## src/hsps_defs.vh

```
`ifndef HSPS_DEFS_VH
`define HSPS_DEFS_VH

// ****************************************
// Timing
// ****************************************
`define HSPS_CLK_HZ 100000000
`define HSPS_I2C_MAX_HZ 400000
`define HSPS_SPI_MAX_HZ 2500000
// Quarter-bit divisors, rounded up so the bus never runs above its ceiling
`define HSPS_I2C_QDIV ((`HSPS_CLK_HZ + 4 * `HSPS_I2C_MAX_HZ - 1) / (4 * `HSPS_I2C_MAX_HZ))
`define HSPS_SPI_QDIV ((`HSPS_CLK_HZ + 4 * `HSPS_SPI_MAX_HZ - 1) / (4 * `HSPS_SPI_MAX_HZ))

// ****************************************
// Frame constants
// ****************************************
`define HSPS_I2C_ADDR_WR 8'h70
`define HSPS_I2C_ADDR_RD 8'h71
`define HSPS_SPI_DIR_WR 8'h00
`define HSPS_SPI_DIR_RD 8'h01
`define HSPS_SPI_HDR_LAST 6'h17
`define HSPS_SEL_ADDR 16'hEBFF
`define HSPS_SEL_LAST_STEP 2'h2
`define HSPS_LOCK_STEP 2'h3

// ****************************************
// Second configuration register
// ****************************************
`define HSPS_CFG2_ADDR 16'h0000
`define HSPS_CFG2_LOCK_BIT 1
`define HSPS_CFG2_WIDTH 2'h0

`endif

```

## src/placeholder_unused.v

```verilog
`timescale 1ns/100ps
`default_nettype none
`default_nettype wire

```

## src/hsps_tick.v

```verilog
`timescale 1ns/100ps
`default_nettype none

module hsps_tick #(
  parameter DIV = 10,
  parameter W = 8
) (
  // Clock and reset
  input wire mclk,
  input wire sys_rst,
  // Control
  input wire run,
  // Enable pulse
  output reg tick
);
  localparam integer LAST_I = DIV - 1;
  localparam [W-1:0] LAST = LAST_I[W-1:0];
  reg [W-1:0] cnt_q;

  always @(posedge mclk) begin
    if (sys_rst || !run) begin
      cnt_q <= {W{1'b0}};
      tick <= 1'b0;
    end else if (cnt_q == LAST) begin
      cnt_q <= {W{1'b0}};
      tick <= 1'b1;
    end else begin
      cnt_q <= cnt_q + {{(W-1){1'b0}}, 1'b1};
      tick <= 1'b0;
    end
  end
endmodule // hsps_tick

`default_nettype wire

```

## src/hsps_host.v

```verilog
// Behaviour
// - Host selects SPI by three SPI writes to an unused address like 0xEBFF.
// - On I2C, host sets bit 1 of second configuration register to lock.
// - I2C clock at most 400 kHz over open-drain shared lines.
// - I2C write: start, 0x70, 16-bit register address, then value.
// - Host issues stop after the final value byte is acknowledged.
// - Addresses and values travel most significant bit first.
// - I2C read stage one: start, 0x70, 16-bit address, no stop.
// - Stage two: repeated start, 0x71, device returns bytes MSB first.
// - Host acknowledges each read byte except last, then nack and stop.
// - SPI: sample on rising clock, change on falling clock, MSB first.
// - SPI clock at most 2.5 MHz.
// - Select low for whole SPI transfer; rising select aborts it.
// - Host should read back written registers to verify them.
// - SPI frame starts with direction byte, bit 0 high for read.
// - SPI write sends address and value with no skipped clock cycle.
`timescale 1ns/100ps
`default_nettype none
`include "hsps_defs.vh"

module hsps_host #(
  parameter [15:0] CFG2_ADDR = `HSPS_CFG2_ADDR,
  parameter [1:0] CFG2_WIDTH = `HSPS_CFG2_WIDTH,
  parameter [31:0] CFG2_VALUE = 32'h00000001 << `HSPS_CFG2_LOCK_BIT,
  parameter I2C_QDIV = `HSPS_I2C_QDIV,
  parameter SPI_QDIV = `HSPS_SPI_QDIV
) (
  // Clock and reset
  input wire mclk,
  input wire sys_rst,
  // Port choice
  input wire useSpi,
  output wire portReady,
  output wire spiActive,
  // Command
  input wire cmdValid,
  output wire cmdReady,
  input wire cmdRead,
  input wire [15:0] cmdAddr,
  input wire [1:0] cmdWidth,
  input wire [31:0] cmdData,
  // Response
  output reg rspValid,
  output reg [31:0] rspData,
  output reg rspErr,
  // Shared clock pin
  input wire clkIn,
  output wire clkOut,
  output wire clkOe,
  // Shared data pin
  input wire datIn,
  output wire datOut,
  output wire datOe,
  // SPI output and select
  input wire misoIn,
  output wire selN
);
  // ****************************************
  // States
  // ****************************************
  localparam [2:0] ST_BOOT = 3'h0;
  localparam [2:0] ST_IDLE = 3'h1;
  localparam [2:0] ST_I2C_START = 3'h2;
  localparam [2:0] ST_I2C_BYTE = 3'h3;
  localparam [2:0] ST_I2C_STOP = 3'h4;
  localparam [2:0] ST_SPI_BIT = 3'h5;
  localparam [2:0] ST_SPI_END = 3'h6;
  localparam [2:0] ST_FINISH = 3'h7;

  reg [2:0] stateQ;
  reg [1:0] phaseQ;
  reg [5:0] bitQ;
  reg [2:0] byteQ;
  reg [2:0] nBytesQ;
  reg readQ;
  reg stage2Q;
  reg isCmdQ;
  reg [55:0] shQ;
  reg [31:0] rxQ;
  reg sclQ;
  reg sdaQ;
  reg ssNQ;
  reg ackErrQ;
  reg [1:0] bootStepQ;
  reg bootDoneQ;
  reg spiModeQ;

  // ****************************************
  // Quarter-bit enables
  // ****************************************
  wire i2cTick;
  wire spiTick;
  wire busy = (stateQ != ST_IDLE) && (stateQ != ST_BOOT);

  hsps_tick #(.DIV(I2C_QDIV), .W(8)) u_i2c_tick (
    .mclk(mclk),
    .sys_rst(sys_rst),
    .run(busy && !spiModeQ),
    .tick(i2cTick)
  );

  hsps_tick #(.DIV(SPI_QDIV), .W(8)) u_spi_tick (
    .mclk(mclk),
    .sys_rst(sys_rst),
    .run(busy && spiModeQ),
    .tick(spiTick)
  );

  // Slave holding SCL low stretches the low phase
  wire stretch = !spiModeQ && sclQ && !clkIn;
  wire adv = (spiModeQ ? spiTick : i2cTick) && !stretch;

  // ****************************************
  // Operation launch
  // ****************************************
  wire bootOp = !bootDoneQ;
  wire lockOp = (bootStepQ == `HSPS_LOCK_STEP);
  wire launch = (stateQ == ST_IDLE) && (bootOp || cmdValid);
  wire opRead = bootOp ? 1'b0 : cmdRead;
  // Select toggles by dummy writes, then the lock write
  wire [15:0] opAddr = bootOp ? (lockOp ? CFG2_ADDR : `HSPS_SEL_ADDR) : cmdAddr;
  wire [1:0] opWidth = bootOp ? (lockOp ? CFG2_WIDTH : 2'h0) : cmdWidth;
  wire [31:0] opData = bootOp ? (lockOp ? CFG2_VALUE : 32'h00000000) : cmdData;
  wire [7:0] dirByte = !spiModeQ ? `HSPS_I2C_ADDR_WR :
                       (opRead ? `HSPS_SPI_DIR_RD : `HSPS_SPI_DIR_WR);
  reg [2:0] opBytes;
  reg [31:0] opAligned;

  // Left-align value so it leaves MSB first
  always @* begin
    case (opWidth)
      2'h0: begin
        opBytes = 3'h1;
        opAligned = {opData[7:0], 24'h000000};
      end
      2'h1: begin
        opBytes = 3'h2;
        opAligned = {opData[15:0], 16'h0000};
      end
      default: begin
        opBytes = 3'h4;
        opAligned = opData;
      end
    endcase
  end

  assign cmdReady = (stateQ == ST_IDLE) && bootDoneQ;
  assign portReady = bootDoneQ;
  assign spiActive = spiModeQ;

  // ****************************************
  // Pin drive
  // ****************************************
  // SPI lines push-pull, I2C lines open-drain
  assign clkOut = spiModeQ ? sclQ : 1'b0;
  assign clkOe = spiModeQ ? 1'b1 : !sclQ;
  assign datOut = spiModeQ ? sdaQ : 1'b0;
  assign datOe = spiModeQ ? 1'b1 : !sdaQ;
  assign selN = ssNQ;

  wire rxMode = stage2Q && (byteQ != 3'h0);
  wire lastRx = (byteQ == nBytesQ);
  wire [5:0] spiLast = `HSPS_SPI_HDR_LAST + {nBytesQ, 3'h0};

  // ****************************************
  // Sequencer
  // ****************************************
  always @(posedge mclk) begin
    if (sys_rst) begin
      stateQ <= ST_BOOT;
      phaseQ <= 2'h0;
      bitQ <= 6'h00;
      byteQ <= 3'h0;
      nBytesQ <= 3'h1;
      readQ <= 1'b0;
      stage2Q <= 1'b0;
      isCmdQ <= 1'b0;
      shQ <= 56'h00000000000000;
      rxQ <= 32'h00000000;
      sclQ <= 1'b1;
      sdaQ <= 1'b1;
      ssNQ <= 1'b1;
      ackErrQ <= 1'b0;
      bootStepQ <= 2'h0;
      bootDoneQ <= 1'b0;
      spiModeQ <= 1'b0;
      rspValid <= 1'b0;
      rspData <= 32'h00000000;
      rspErr <= 1'b0;
    end else begin
      rspValid <= 1'b0;
      case (stateQ)
        ST_BOOT: begin
          spiModeQ <= useSpi;
          bootStepQ <= useSpi ? 2'h0 : `HSPS_LOCK_STEP;
          stateQ <= ST_IDLE;
        end
        ST_IDLE: begin
          if (launch) begin
            readQ <= opRead;
            nBytesQ <= opBytes;
            isCmdQ <= !bootOp;
            shQ <= {dirByte, opAddr, opAligned};
            rxQ <= 32'h00000000;
            ackErrQ <= 1'b0;
            stage2Q <= 1'b0;
            byteQ <= 3'h0;
            bitQ <= 6'h00;
            phaseQ <= 2'h0;
            if (spiModeQ) begin
              ssNQ <= 1'b0;
              stateQ <= ST_SPI_BIT;
            end else begin
              stateQ <= ST_I2C_START;
            end
          end
        end
        ST_I2C_START: begin
          if (adv) begin
            phaseQ <= phaseQ + 2'h1;
            case (phaseQ)
              2'h0: sdaQ <= 1'b1;
              2'h1: sclQ <= 1'b1;
              2'h2: sdaQ <= 1'b0;
              default: begin
                sclQ <= 1'b0;
                bitQ <= 6'h00;
                stateQ <= ST_I2C_BYTE;
              end
            endcase
          end
        end
        ST_I2C_BYTE: begin
          if (adv) begin
            phaseQ <= phaseQ + 2'h1;
            case (phaseQ)
              2'h0: begin
                if (bitQ != 6'h08)
                  sdaQ <= rxMode ? 1'b1 : shQ[55];
                else
                  sdaQ <= rxMode ? lastRx : 1'b1;
              end
              2'h1: sclQ <= 1'b1;
              2'h2: begin
                if (bitQ != 6'h08 && rxMode)
                  rxQ <= {rxQ[30:0], datIn};
                if (bitQ == 6'h08 && !rxMode && datIn)
                  ackErrQ <= 1'b1;
              end
              default: begin
                sclQ <= 1'b0;
                if (bitQ != 6'h08) begin
                  bitQ <= bitQ + 6'h01;
                  shQ <= {shQ[54:0], 1'b0};
                end else begin
                  bitQ <= 6'h00;
                  if (ackErrQ) begin
                    stateQ <= ST_I2C_STOP;
                  end else if (!readQ && byteQ == nBytesQ + 3'h2) begin
                    stateQ <= ST_I2C_STOP;
                  end else if (readQ && !stage2Q && byteQ == 3'h2) begin
                    stage2Q <= 1'b1;
                    byteQ <= 3'h0;
                    shQ[55:48] <= `HSPS_I2C_ADDR_RD;
                    stateQ <= ST_I2C_START;
                  end else if (readQ && stage2Q && lastRx) begin
                    stateQ <= ST_I2C_STOP;
                  end else begin
                    byteQ <= byteQ + 3'h1;
                  end
                end
              end
            endcase
          end
        end
        ST_I2C_STOP: begin
          if (adv) begin
            phaseQ <= phaseQ + 2'h1;
            case (phaseQ)
              2'h0: sdaQ <= 1'b0;
              2'h1: sclQ <= 1'b1;
              2'h2: sdaQ <= 1'b1;
              default: stateQ <= ST_FINISH;
            endcase
          end
        end
        ST_SPI_BIT: begin
          if (adv) begin
            phaseQ <= phaseQ + 2'h1;
            case (phaseQ)
              2'h0: begin
                sclQ <= 1'b0;
                sdaQ <= shQ[55];
              end
              2'h1: sclQ <= 1'b0;
              2'h2: begin
                sclQ <= 1'b1;
                if (readQ && bitQ > `HSPS_SPI_HDR_LAST)
                  rxQ <= {rxQ[30:0], misoIn};
              end
              default: begin
                shQ <= {shQ[54:0], 1'b0};
                if (bitQ == spiLast)
                  stateQ <= ST_SPI_END;
                else
                  bitQ <= bitQ + 6'h01;
              end
            endcase
          end
        end
        ST_SPI_END: begin
          if (adv) begin
            phaseQ <= phaseQ + 2'h1;
            if (phaseQ == 2'h3) begin
              ssNQ <= 1'b1;
              sdaQ <= 1'b1;
              stateQ <= ST_FINISH;
            end
          end
        end
        ST_FINISH: begin
          // One quarter bit of bus idle before the next frame
          if (adv) begin
            stateQ <= ST_IDLE;
            phaseQ <= 2'h0;
            if (isCmdQ) begin
              rspValid <= 1'b1;
              rspData <= rxQ;
              rspErr <= ackErrQ;
            end
            if (!bootDoneQ) begin
              if (lockOp)
                bootDoneQ <= 1'b1;
              else
                bootStepQ <= bootStepQ + 2'h1;
            end
          end
        end
        default: stateQ <= ST_IDLE;
      endcase
    end
  end
endmodule // hsps_host

`default_nettype wire

```

## config.mk

```make
export PLATFORM = sky130hd
export DESIGN_NAME = hsps_host
export DESIGN_NICKNAME = d
export VERILOG_FILES = /design/src/placeholder_unused.v /design/src/hsps_tick.v /design/src/hsps_host.v
export VERILOG_INCLUDE_DIRS = /design/src
export SDC_FILE = /design/constraint.sdc
export NUM_CORES = 1
export LEC_CHECK = 0
export BUFFER_PORTS_ARGS = -buffer_cell sky130_fd_sc_hd__buf_2
export CORE_UTILIZATION = 55
export DETAILED_ROUTE_END_ITERATION = 12
export HOLD_SLACK_MARGIN = 0.1
export PLACE_DENSITY = 0.82
export SETUP_SLACK_MARGIN = 0.05
export SYNTH_ARGS = -nofsm -noshare
export SYNTH_HDL_FRONTEND = slang
export SYNTH_SLANG_ARGS = --single-unit
```

## constraint.sdc

```tcl
create_clock -name mclk -period 3.49 [get_ports mclk]
set_clock_uncertainty 0.2 [all_clocks]
set_input_delay 0.5235 -clock mclk [delete_from_list [all_inputs] [get_ports mclk]]
set_output_delay 0.5235 -clock mclk [all_outputs]
set_load 0.02 [all_outputs]
```

==> impl_results.md, run 1 <==
* Run status: finished, violations left
* Violated checks: design-rule violations
* CP Max Fanout at 12
* Post-CTS sizing at 0
* Highest Clock Rate at 362.7 MHz
* First-pass GRT wire length at 33590 um
* Met3 WL post-DR at 1176 um
* Share of cells above drive strength 1 at 15.41%
* CTS tree: yes
* Placer Congestion at 0.8798
* Crit path DAT at 2.03 ns
* Mapped Area at 8383 um^2
* Core outline area at 14700 um^2
* Mean Syn Cell Area at 8.235 um^2
* Hold/Removal Path Class: input port to register
* Fill cells at 1227
* Antenna cells at 0
* Row count at 44
* Multi-input logic area at 4546 um^2
* Top Layer Used: met5
* Critical path required time at 2.77 ns
* Async S/R FF share, synth at 0%
* Die W at 125.5 um
* Vias in the first global route at 6980
* Slew HR at 35.46%
* # H-tree levels at 4
* Initial DRC count at 897
* Slew @ Worst Pin at 0.9660 ns
* Total Routing Usage GR at 26.01%
* CTS Buf Count at 17
* Post-Syn Nets at 1091
* Initial antenna violation count at 1
* Final Max Tran Viols at 0
* Sequential Area at 3363 um^2
* Cells after Synth at 1018
* Setup Crit Path Kind: register to primary output
* Setup TNS at 0 ns
* Sink Count at 168
* Post-CTS setup buffers at 0
* Area Overhead vs Synth at 13.06%
* Yosys warns at 0
* Yosys cell types at 72
* Num ports at 100
* Pin count of the biggest net entering global routing at 67
* Most common cell after layout, fill and taps aside: nand2_1
* Post-synth top flop: dfxtp_1
* Wire per inst at 15.85 um
* Metal-1 WL at 8902 um
* Die Area at 15740 um^2
* Grt total ovfl at 0
* Post-synthesis sequential area ratio at 40.12%
* Critical Path Sink Type: primary output
* Via density at 5.990
* #FFs+latches synth at 168
* Number of synthesized flops with an enable pin at 0
* Hold Fails Final Rpt at 0
* Cell Pwr Density at 663.5 nW/um^2
* Root buf cell: clkbuf_16
* Worst Setup Start Kind: register
* Final setup vio count at 0
* WL final at 19990 um
* Buffers added on ports at 99
* Final period utilization at 78.99%
* Worst VDD drop at 0.0004582 V
* Final ANT Viol Nets at 0
* Pre-Repair DR Iteration Count at 12
* Commonest cells after routing, fill and taps aside: 174 x nand2_1, 168 x dfxtp_1, 98 x buf_2
* Vias at 7554
* Worst-Skew Late Latency at 0.43 ns
* Clk pin slew, worst setup/hold paths at 0.06 ns
* Max cap viols at 0
* DIE HEIGHT at 125.5 um
* Hpwl dp at 12600 um
* # hold bufs at CTS at 0
* # DRC at 5
* Met2 routed WL at 9352 um
* Tmin final at 2.757 ns
* Leak pwr at 0.003451 uW
* RSZ-0062 raised after global routing: no
* NumNets Final at 1137
* Clock tree buffer depth at 2
* Final Core Density at 64.48%
* Final hold slack at 0.1883 ns
* Initial core utilization at 57.03%
critical path, stage by stage (launching register included):
cell     delay (ns)
dfxtp_1        0.53
inv_1          0.24
nor3_1         0.42
and2_1         0.23
buf_2          0.17
area by class of cell:
class,instances,share of cell area [%]
well taps,184,2.429
clock buffers,23,5.149
multi-input cells,743,47.96
repair buffers,115,6.521
clock inverters,9,1.703
flip-flops and latches,168,35.49
inverters,19,0.7525
state kept, by name (all words and copies together) (netlist names), 2 cells and up:
| name | flops |
|---|---|
| bitQ | 6 |
| bootStepQ | 2 |
| byteQ | 3 |
| nBytesQ | 3 |
| phaseQ | 2 |
| rspData | 32 |
| rxQ | 32 |
| shQ | 56 |
| stateQ | 3 |
| u_i2c_tick.cnt_q | 8 |
| u_spi_tick.cnt_q | 8 |
cells by family (layout without fill, tap and decap cells):
| kind of cell | Yosys count | count (layout) | share of synthesized area, % |
|---|---|---|---|
| adder cells (fa/ha/maj) | 15 | 15 | 2.239 |
| AO/OA/AOI/OAI | 229 | 229 | 18.43 |
| XOR/XNOR | 19 | 19 | 1.985 |
| AND/OR/NAND/NOR | 423 | 423 | 24.31 |
| multiplexers | 57 | 57 | 7.015 |
| flip-flops | 168 | 168 | 40.12 |
| buffers and inverters | 107 | 166 | 5.895 |
layer usage:
metal	GRT usage (%)	vias to the layer above
met1	34.29	3530
met5	0	-
met4	11.98	2
met3	4.964	53
li1	-	3714
met2	41.21	255
cells in the mapped netlist, types with 3 or more instances:
master | n | area (um^2)
nor3_1 | 54 | 270.3
a22oi_1 | 8 | 60.06
a22o_1 | 8 | 70.07
nand2b_1 | 10 | 62.56
nand2_1 | 174 | 653.1
a311oi_1 | 27 | 236.5
buf_1 | 3 | 11.26
nor4_1 | 5 | 31.28
dfxtp_1 | 168 | 3363
mux2i_1 | 52 | 520.5
o211ai_1 | 5 | 37.54
a211oi_1 | 24 | 180.2
nand3_1 | 74 | 370.4
buf_4 | 9 | 67.56
a221oi_2 | 3 | 45.04
nor2_1 | 38 | 142.6
a21oi_1 | 60 | 300.3
inv_1 | 18 | 67.56
o21ai_0 | 52 | 260.3
xor2_1 | 11 | 96.34
ha_1 | 15 | 187.7
xnor2_1 | 8 | 70.07
or3_1 | 4 | 25.02
buf_6 | 3 | 33.78
and2_1 | 8 | 50.05
o31ai_1 | 3 | 22.52
mux2_4 | 3 | 45.04
clkbuf_1 | 44 | 165.2
and3_1 | 8 | 50.05
o2111ai_1 | 3 | 26.28
buf_2 | 29 | 145.1
nor3b_1 | 6 | 45.04
a31oi_1 | 7 | 43.79
nor2b_1 | 24 | 150.1
power breakdown:
| part | switching, uW | leakage, uW | internal (uW) | total [uW] |
|---|---|---|---|---|
| Clock | 779 | 0.000311 | 1280 | 2060 |
| Combinational | 1080 | 0.00178 | 701 | 1780 |
| Sequential | 238 | 0.00136 | 2210 | 2450 |
path summary, 6_finish.rpt:
check | startpoint | end | slack (ns) | cells after the start
max | stateQ[0] | cmdReady | 0.73 | 4
min | cmdData[13] | shQ[13] | 0.19 | 3
max reg2reg | stateQ[2] | rxQ[11] | 0.77 | 6
min reg2reg | rspData[22] | rspData[22] | 0.25 | 2
stage by stage:
stage | total power, uW | instances | setup slack, ns | area [um^2]
5_1_grt | 6598 | 1261 | 0.5943 | 9478
3_3_place_gp | 4178 | 1229 | 0.8547 | 8828
4_1_cts | 6270 | 1261 | 0.7535 | 9478
2_1_floorplan | 3898 | 1018 | 1.346 | 8383
6_report | 6289 | 1261 | 0.7332 | 9478
3_5_place_dp | 4217 | 1229 | 0.8165 | 8828
Power figures use the tool's default switching activity.
==> run 2: changes to the inputs <==
==> constraint.sdc (replaced) <==
create_clock -name mclk -period 2.7 [get_ports mclk]
set_clock_uncertainty 0.2 [all_clocks]
set_input_delay 0.405 -clock mclk [delete_from_list [all_inputs] [get_ports mclk]]
set_output_delay 0.405 -clock mclk [all_outputs]
set_load 0.02 [all_outputs]
==> impl_results.md, run 2 (synthesized netlist as in run 1, its figures left out) <==
* # DRC at 5 (unchanged)
* CP Max Fanout at 8 (was 12)
* Pre-Repair DR Iteration Count at 9 (was 12)
* Clock tree buffer depth at 2 (unchanged)
* Tmin final at 2.559 ns
* Final ANT Viol Nets at 0 (unchanged)
* Final Max Tran Viols at 0 (unchanged)
* NumNets Final at 1166 (was 1137)
* Critical Path Sink Type: register (was primary output)
* Max cap viols at 0 (unchanged)
* DIE HEIGHT at 125.5 um (unchanged)
* Worst VDD drop at 0.0005395 V (was 0.0004582 V)
* Hold Fails Final Rpt at 0 (unchanged)
* CP max stage cell: nor4bb_2 (was dfxtp_1)
* Via density at 6.005 (was 5.990)
* RSZ-0062 raised after global routing: no (unchanged)
* # H-tree levels at 4 (unchanged)
* Setup Crit Path Kind: register to register (was register to primary output)
* Slew @ Worst Pin at 0.6773 ns (was 0.9660 ns)
* Leak pwr at 0.003589 uW (was 0.003451 uW)
* Violated checks: design-rule violations (unchanged)
* Wire per inst at 15.89 um (was 15.85 um)
* Slew HR at 54.85% (was 35.46%)
* Run status: finished, violations left (unchanged)
* Worst hold stages at 3 (unchanged)
* Largest stage delay, worst path at 0.42 ns (was 0.53 ns)
* Critical path required time at 2.82 ns (was 2.77 ns)
* Root buf cell: clkbuf_16 (unchanged)
* Area Overhead vs Synth at 16.66% (was 13.06%)
* Crit path DAT at 2.68 ns (was 2.03 ns)
* Worst R2R Path Depth at 7 (was 6)
* Max reg flops at 56 (unchanged)
* Part of the power in registers at 38.3% (was 38.9%)
* Sw frac at 33.64% (was 33.31%)
* Worst Setup Start Kind: register (unchanged)
* Final worst setup slack at 0.1410 ns (was 0.7332 ns)
* Grt total ovfl at 0 (unchanged)
* Core outline area at 14700 um^2 (unchanged)
* Row count at 44 (unchanged)
* Initial core utilization at 57.03% (unchanged)
* Placer Congestion at 0.9227 (was 0.8798)
* Power share of the combinational group at 30.2% (was 28.3%)
* Final period utilization at 94.78%
* Largest regs: shQ: 56 flops, rspData: 32 flops, rxQ: 32 flops (unchanged)
* Vias at 7746 (was 7554)
* Initial antenna violation count at 0 (was 1)
* Buffers added on ports at 99 (unchanged)
* Post-CTS setup buffers at 0 (unchanged)
* CP Cell Sequence: inv_1 -> ha_1 -> nor4bb_2 -> o2111ai_1 -> a31oi_1 -> or3_1 -> mux2_4 (was inv_1 -> nor3_1 -> and2_1 -> buf_2)
* Vias in the first global route at 7112 (was 6980)
* Die Area at 15740 um^2 (unchanged)
* Placed Area at 9004 um^2 (was 8828 um^2)
* Sw power at 2759 uW (was 2095 uW)
* Fin area at 9779 um^2 (was 9478 um^2)
* Total Routing Usage GR at 26.86% (was 26.01%)
* CTS Buf Count at 17 (unchanged)
* Initial DRC count at 802 (was 897)
* CTS tree: yes (unchanged)
* Biggest register: shQ (unchanged)
* Internal power at 5442 uW (was 4194 uW)
* Commonest cells after routing, fill and taps aside: 174 x nand2_1, 168 x dfxtp_1, 98 x buf_2 (unchanged)
* Most common cell after layout, fill and taps aside: nand2_1 (unchanged)
* Hold/Removal Path Class: input port to register (unchanged)
* Final setup vio count at 0 (unchanged)
* WL final at 20500 um (was 19990 um)
* Pin count of the biggest net entering global routing at 51 (was 67)
* Clock Power Share at 31.5% (was 32.8%)
* Die W at 125.5 um (unchanged)
* Highest Clock Rate at 390.8 MHz
* Antenna cells at 0 (unchanged)
* Worst-Skew Late Latency at 0.44 ns (was 0.43 ns)
* Hpwl dp at 13150 um (was 12600 um)
* First-pass GRT wire length at 34510 um (was 33590 um)
* Setup TNS at 0 ns (unchanged)
* Num ports at 100 (unchanged)
* Share of cells above drive strength 1 at 16.55% (was 15.41%)
* Dpl ws at 0.1694 ns (was 0.8165 ns)
* Cell Pwr Density at 838.5 nW/um^2 (was 663.5 nW/um^2)
* Sink Count at 168 (unchanged)
* Clk pin slew, worst setup/hold paths at 0.07 ns (was 0.06 ns)
==> run 2: changes by cell type in the layout (fill, tap and decap cells not counted), moves of 2 or more <==
cell	change
dlygate4sd3_1	+14
clkbuf_8	-4
buf_12	+5
buf_4	+10
inv_6	+2
==> run 2: worst max-delay path, delay by kind of cell, from the launching register on <==
kind	cells	cell delay, ns
buffers and inverters	1	0.10
AND/OR/NAND/NOR	2	0.84
AO/OA/AOI/OAI	2	0.39
multiplexers	1	0.34
flip-flops	1	0.34
adder cells (fa/ha/maj)	1	0.23
==> run 2: final timing paths <==
check | startpoint | end | slack, ns
max | bitQ[0] | shQ[49] | 0.14
min | cmdData[5] | shQ[5] | 0.12
max reg2reg | bitQ[0] | shQ[49] | 0.14
min reg2reg | rspData[24] | rspData[24] | 0.25
==> run 2: final cells by class <==
type / instances / area (um^2)
fillers: 1161 / 4920
multi-input cells: 743 / 4557
flip-flops and latches: 168 / 3363
repair buffers: 144 / 933.4
clock buffers: 19 / 432.9
well taps: 184 / 230.2
clock inverters: 13 / 191.4
inverters: 19 / 71.32
==> run 2: what timing repair did <==
item | in CTS | in global routing
hold endpoints to repair | 15 | 0
resized for setup | 0 | 2
hold buffers | 14 | 0
setup endpoints to repair | 0 | 5
==> run 2: metrics by stage <==
step	total power (uW)	std cells	utilization [%]	hold WS, ns
floorplan	5039	1018	-	0.2273
global placement	5531	1244	61.25	0.2404
detailed placement	5586	1244	61.25	0.2434
CTS	8178	1290	66.45	0.1030
global route	8614	1290	66.53	0.1028
finish	8200	1290	66.53	0.1187
==> run 2: layer usage <==
| layer | routed length [um] | up-vias | global-route usage, % |
|---|---|---|---|
| met5 | 0 | - | 0 |
| met4 | 452 | 0 | 9.828 |
| met3 | 1257 | 37 | 6.461 |
| met2 | 9697 | 279 | 42.68 |
| met1 | 9097 | 3661 | 35.42 |
| li1 | - | 3769 | - |
==> run 2: power groups by stage <==
stage / Sequential, uW / Combinational (uW) / Clock [uW]
after floorplan: 3070 / 1970 / 0
after global placement: 3160 / 2370 / 0
after detailed placement: 3170 / 2410 / 0
after CTS: 3120 / 2430 / 2620
after global routing: 3180 / 2700 / 2730
final: 3140 / 2480 / 2590
==> run 3: changes to the inputs <==
--- a/config.mk
+++ b/config.mk
@@ -7,10 +7,11 @@
 export NUM_CORES = 1
 export LEC_CHECK = 0
 export BUFFER_PORTS_ARGS = -buffer_cell sky130_fd_sc_hd__buf_2
-export CORE_UTILIZATION = 55
+export CORE_MARGIN = 5
+export CORE_UTILIZATION = 53
 export DETAILED_ROUTE_END_ITERATION = 12
-export HOLD_SLACK_MARGIN = 0.1
-export PLACE_DENSITY = 0.82
+export HOLD_SLACK_MARGIN = 0.15
+export PLACE_DENSITY = 0.83
 export SETUP_SLACK_MARGIN = 0.05
 export SYNTH_ARGS = -nofsm -noshare
 export SYNTH_HDL_FRONTEND = slang
==> constraint.sdc (replaced) <==
create_clock -name mclk -period 2.1 [get_ports mclk]
set_clock_uncertainty 0.2 [all_clocks]
set_input_delay 0.315 -clock mclk [delete_from_list [all_inputs] [get_ports mclk]]
set_output_delay 0.315 -clock mclk [all_outputs]
set_load 0.02 [all_outputs]
==> impl_results.md, run 3 (synthesized netlist as in run 1, its figures left out) <==
* CTS Buf Count at 17 (unchanged)
* First-pass GRT wire length at 37840 um (was 34510 um)
* Pin count of the biggest net entering global routing at 72 (was 51)
* Clock tree buffer depth at 2 (unchanged)
* Most common cell after layout, fill and taps aside: nand2_1 (unchanged)
* Internal power at 7880 uW (was 5442 uW)
* Cell Pwr Density at 1083 nW/um^2 (was 838.5 nW/um^2)
* Antenna cells at 0 (unchanged)
* Critical path startpoint: stateQ[0] (was bitQ[0])
* Initial core utilization at 53.35% (was 57.03%)
* CP Max Fanout at 24 (was 8)
* CTS tree: yes (unchanged)
* Max cap viols at 0 (unchanged)
* Crit path DAT at 2.39 ns (was 2.68 ns)
* Met1 Use GR at 33.09% (was 35.42%)
* Total Routing Usage GR at 25.12% (was 26.86%)
* Fin area at 11230 um^2 (was 9779 um^2)
* Vias in the first global route at 7856 (was 7112)
* Share of cells above drive strength 1 at 26.69% (was 16.55%)
* CP Capture Point: shQ[21] (was shQ[49])
* Worst R2R Path Depth at 7 (unchanged)
* Slew @ Worst Pin at 0.6742 ns (was 0.6773 ns)
* Placed Area at 9524 um^2 (was 9004 um^2)
* Biggest register: shQ (unchanged)
* Sw frac at 35.22% (was 33.64%)
* Worst VDD drop at 0.0008881 V (was 0.0005395 V)
* Area Overhead vs Synth at 33.94% (was 16.66%)
* Sw power at 4284 uW (was 2759 uW)
* Grt total ovfl at 0 (unchanged)
* R2R Setup Slk at -0.18 ns (was 0.14 ns)
* RSZ-0062 raised after global routing: yes (was no)
* Layer with the highest usage: met2 (unchanged)
* Worst Setup Start Kind: register (unchanged)
* Setup Crit Path Kind: register to register (unchanged)
* Final period utilization at 108.4% (was 94.78%)
* Hold Fails Final Rpt at 0 (unchanged)
* Placer Congestion at 0.9223 (was 0.9227)
* Final worst setup slack at -0.1774 ns (was 0.1410 ns)
* Slew HR at 55.05% (was 54.85%)
* Worst-Skew Late Latency at 0.45 ns (was 0.44 ns)
* Met2 global-route usage at 41.23% (was 42.68%)
* DIE HEIGHT at 135.8 um (was 125.5 um)
* Reg-to-reg endpoint: shQ[21] (was shQ[49])
* WL final at 25690 um (was 20500 um)
* Row count at 46 (was 44)
* Die W at 135.8 um (was 125.5 um)
* Reg2reg start: stateQ[0] (was bitQ[0])
* NumNets Final at 1260 (was 1166)
* Clk pin slew, worst setup/hold paths at 0.08 ns (was 0.07 ns)
* Initial DRC count at 840 (was 802)
* Critical Path Sink Type: register (unchanged)
* GRT met3 Usage at 4.866% (was 6.461%)
* Part of the power in registers at 33.0% (was 38.3%)
* Dpl ws at -0.06861 ns (was 0.1694 ns)
* Max reg flops at 56 (unchanged)
* Power share of the combinational group at 40.9% (was 30.2%)
* # DRC at 0 (was 5)
* Sink Count at 168 (unchanged)
* Critical path required time at 2.21 ns (was 2.82 ns)
* Buffers added on ports at 99 (unchanged)
* Die Area at 18430 um^2 (was 15740 um^2)
* Tmin final at 2.277 ns (was 2.559 ns)
* Highest Clock Rate at 439.1 MHz (was 390.8 MHz)
* Final ANT Viol Nets at 0 (unchanged)
* Root buf cell: clkbuf_16 (unchanged)
* Via density at 5.986 (was 6.005)
* Hold/Removal Path Class: input port to register (unchanged)
* Final setup vio count at 2 (was 0)
* Violated checks: negative setup slack (was design-rule violations)
* Run status: finished, violations left (unchanged)
* Vias at 8470 (was 7746)
* Total power at 12160 uW (was 8200 uW)
* Final Max Tran Viols at 0 (unchanged)
* Core outline area at 15710 um^2 (was 14700 um^2)
* Wire per inst at 18.15 um (was 15.89 um)
* Leak pwr at 0.004181 uW (was 0.003589 uW)
* Num ports at 100 (unchanged)
* Pre-Repair DR Iteration Count at 6 (was 9)
* Clock Power Share at 26.1% (was 31.5%)
* Commonest cells after routing, fill and taps aside: 172 x nand2_1, 158 x dfxtp_1, 97 x buf_2 (was 174 x nand2_1, 168 x dfxtp_1, 98 x buf_2)
* Largest regs: shQ: 56 flops, rspData: 32 flops, rxQ: 32 flops (unchanged)
* Initial antenna violation count at 0 (unchanged)
* # H-tree levels at 4 (unchanged)
* Setup TNS at -0.1897 ns (was 0 ns)
* Hpwl dp at 14760 um (was 13150 um)
run 3: cell types whose count changed in the layout (fill, tap and decap cells not counted), moves of 9 or more:
| cell | delta |
|---|---|
| buf_6 | +10 |
| buf_12 | +9 |
| dlygate4sd3_1 | +21 |
| dfxtp_1 | -10 |
| buf_4 | +44 |
run 3: stage by stage:
stage | hold slack (ns) | util (%) | std cells
finish | 0.1270 | 71.46 | 1415
global placement | 0.2397 | 60.61 | 1324
detailed placement | 0.2432 | 60.61 | 1324
CTS | 0.1610 | 67.95 | 1397
global route | 0.1979 | 71.46 | 1415
floorplan | 0.2273 | - | 1018
run 3: per-layer routing:
metal	up-vias	routed length [um]
li1	3960	-
met1	3918	10200
met2	482	12140
met3	110	2316
met4	0	1032
met5	-	0
run 3: layout make-up:
type / count / area [um^2]
clock inverter: 12 / 141.4
fill: 1111 / 4484
timing repair buffer: 238 / 2027
inverter: 19 / 71.32
clock buffer: 19 / 442.9
tap: 216 / 270.3
multi-input combinational: 743 / 4890
sequential: 168 / 3386
run 3: power groups by stage:
stage               logic, uW  clock network, uW  registers [uW]
global route             5250               3330            4050
finish                   4970               3180            4020
floorplan                2540                  0            3950
CTS                      4040               3170            3970
detailed placement       3650                  0            4020
global placement         3590                  0            4010
run 3: what timing repair did:
action,in CTS,in global routing
setup endpoints to repair,74,104
hold buffers,36,0
pin swaps,11,35
buffers inserted,4,9
gates resized for setup,27,66
hold endpoints to repair,42,0
gates cloned,2,10
run 3: worst min-delay path by stage:
stage / slack, ns / cells past startpoint / end / from
4_1_cts: 0.16 / 5 / shQ[29] / cmdData[29]
3_3_place_gp: 0.24 / 2 / rspData[31] / rspData[31]
6_report: 0.13 / 5 / shQ[29] / cmdData[29]
2_1_floorplan: 0.23 / 2 / rspData[0] / rxQ[0]
3_5_place_dp: 0.24 / 2 / rspData[10] / rspData[10]
5_1_grt: 0.20 / 5 / shQ[29] / cmdData[29]
run 3: worst max-delay path, cell delays in order (launching register included):
cell and delay [ns]:
dfxtp_1 0.42, buf_4 0.25, nand2_1 0.14, a211oi_4 0.22
buf_4 0.21, clkbuf_16 0.22, nor3_1 0.06, a311oi_1 0.41
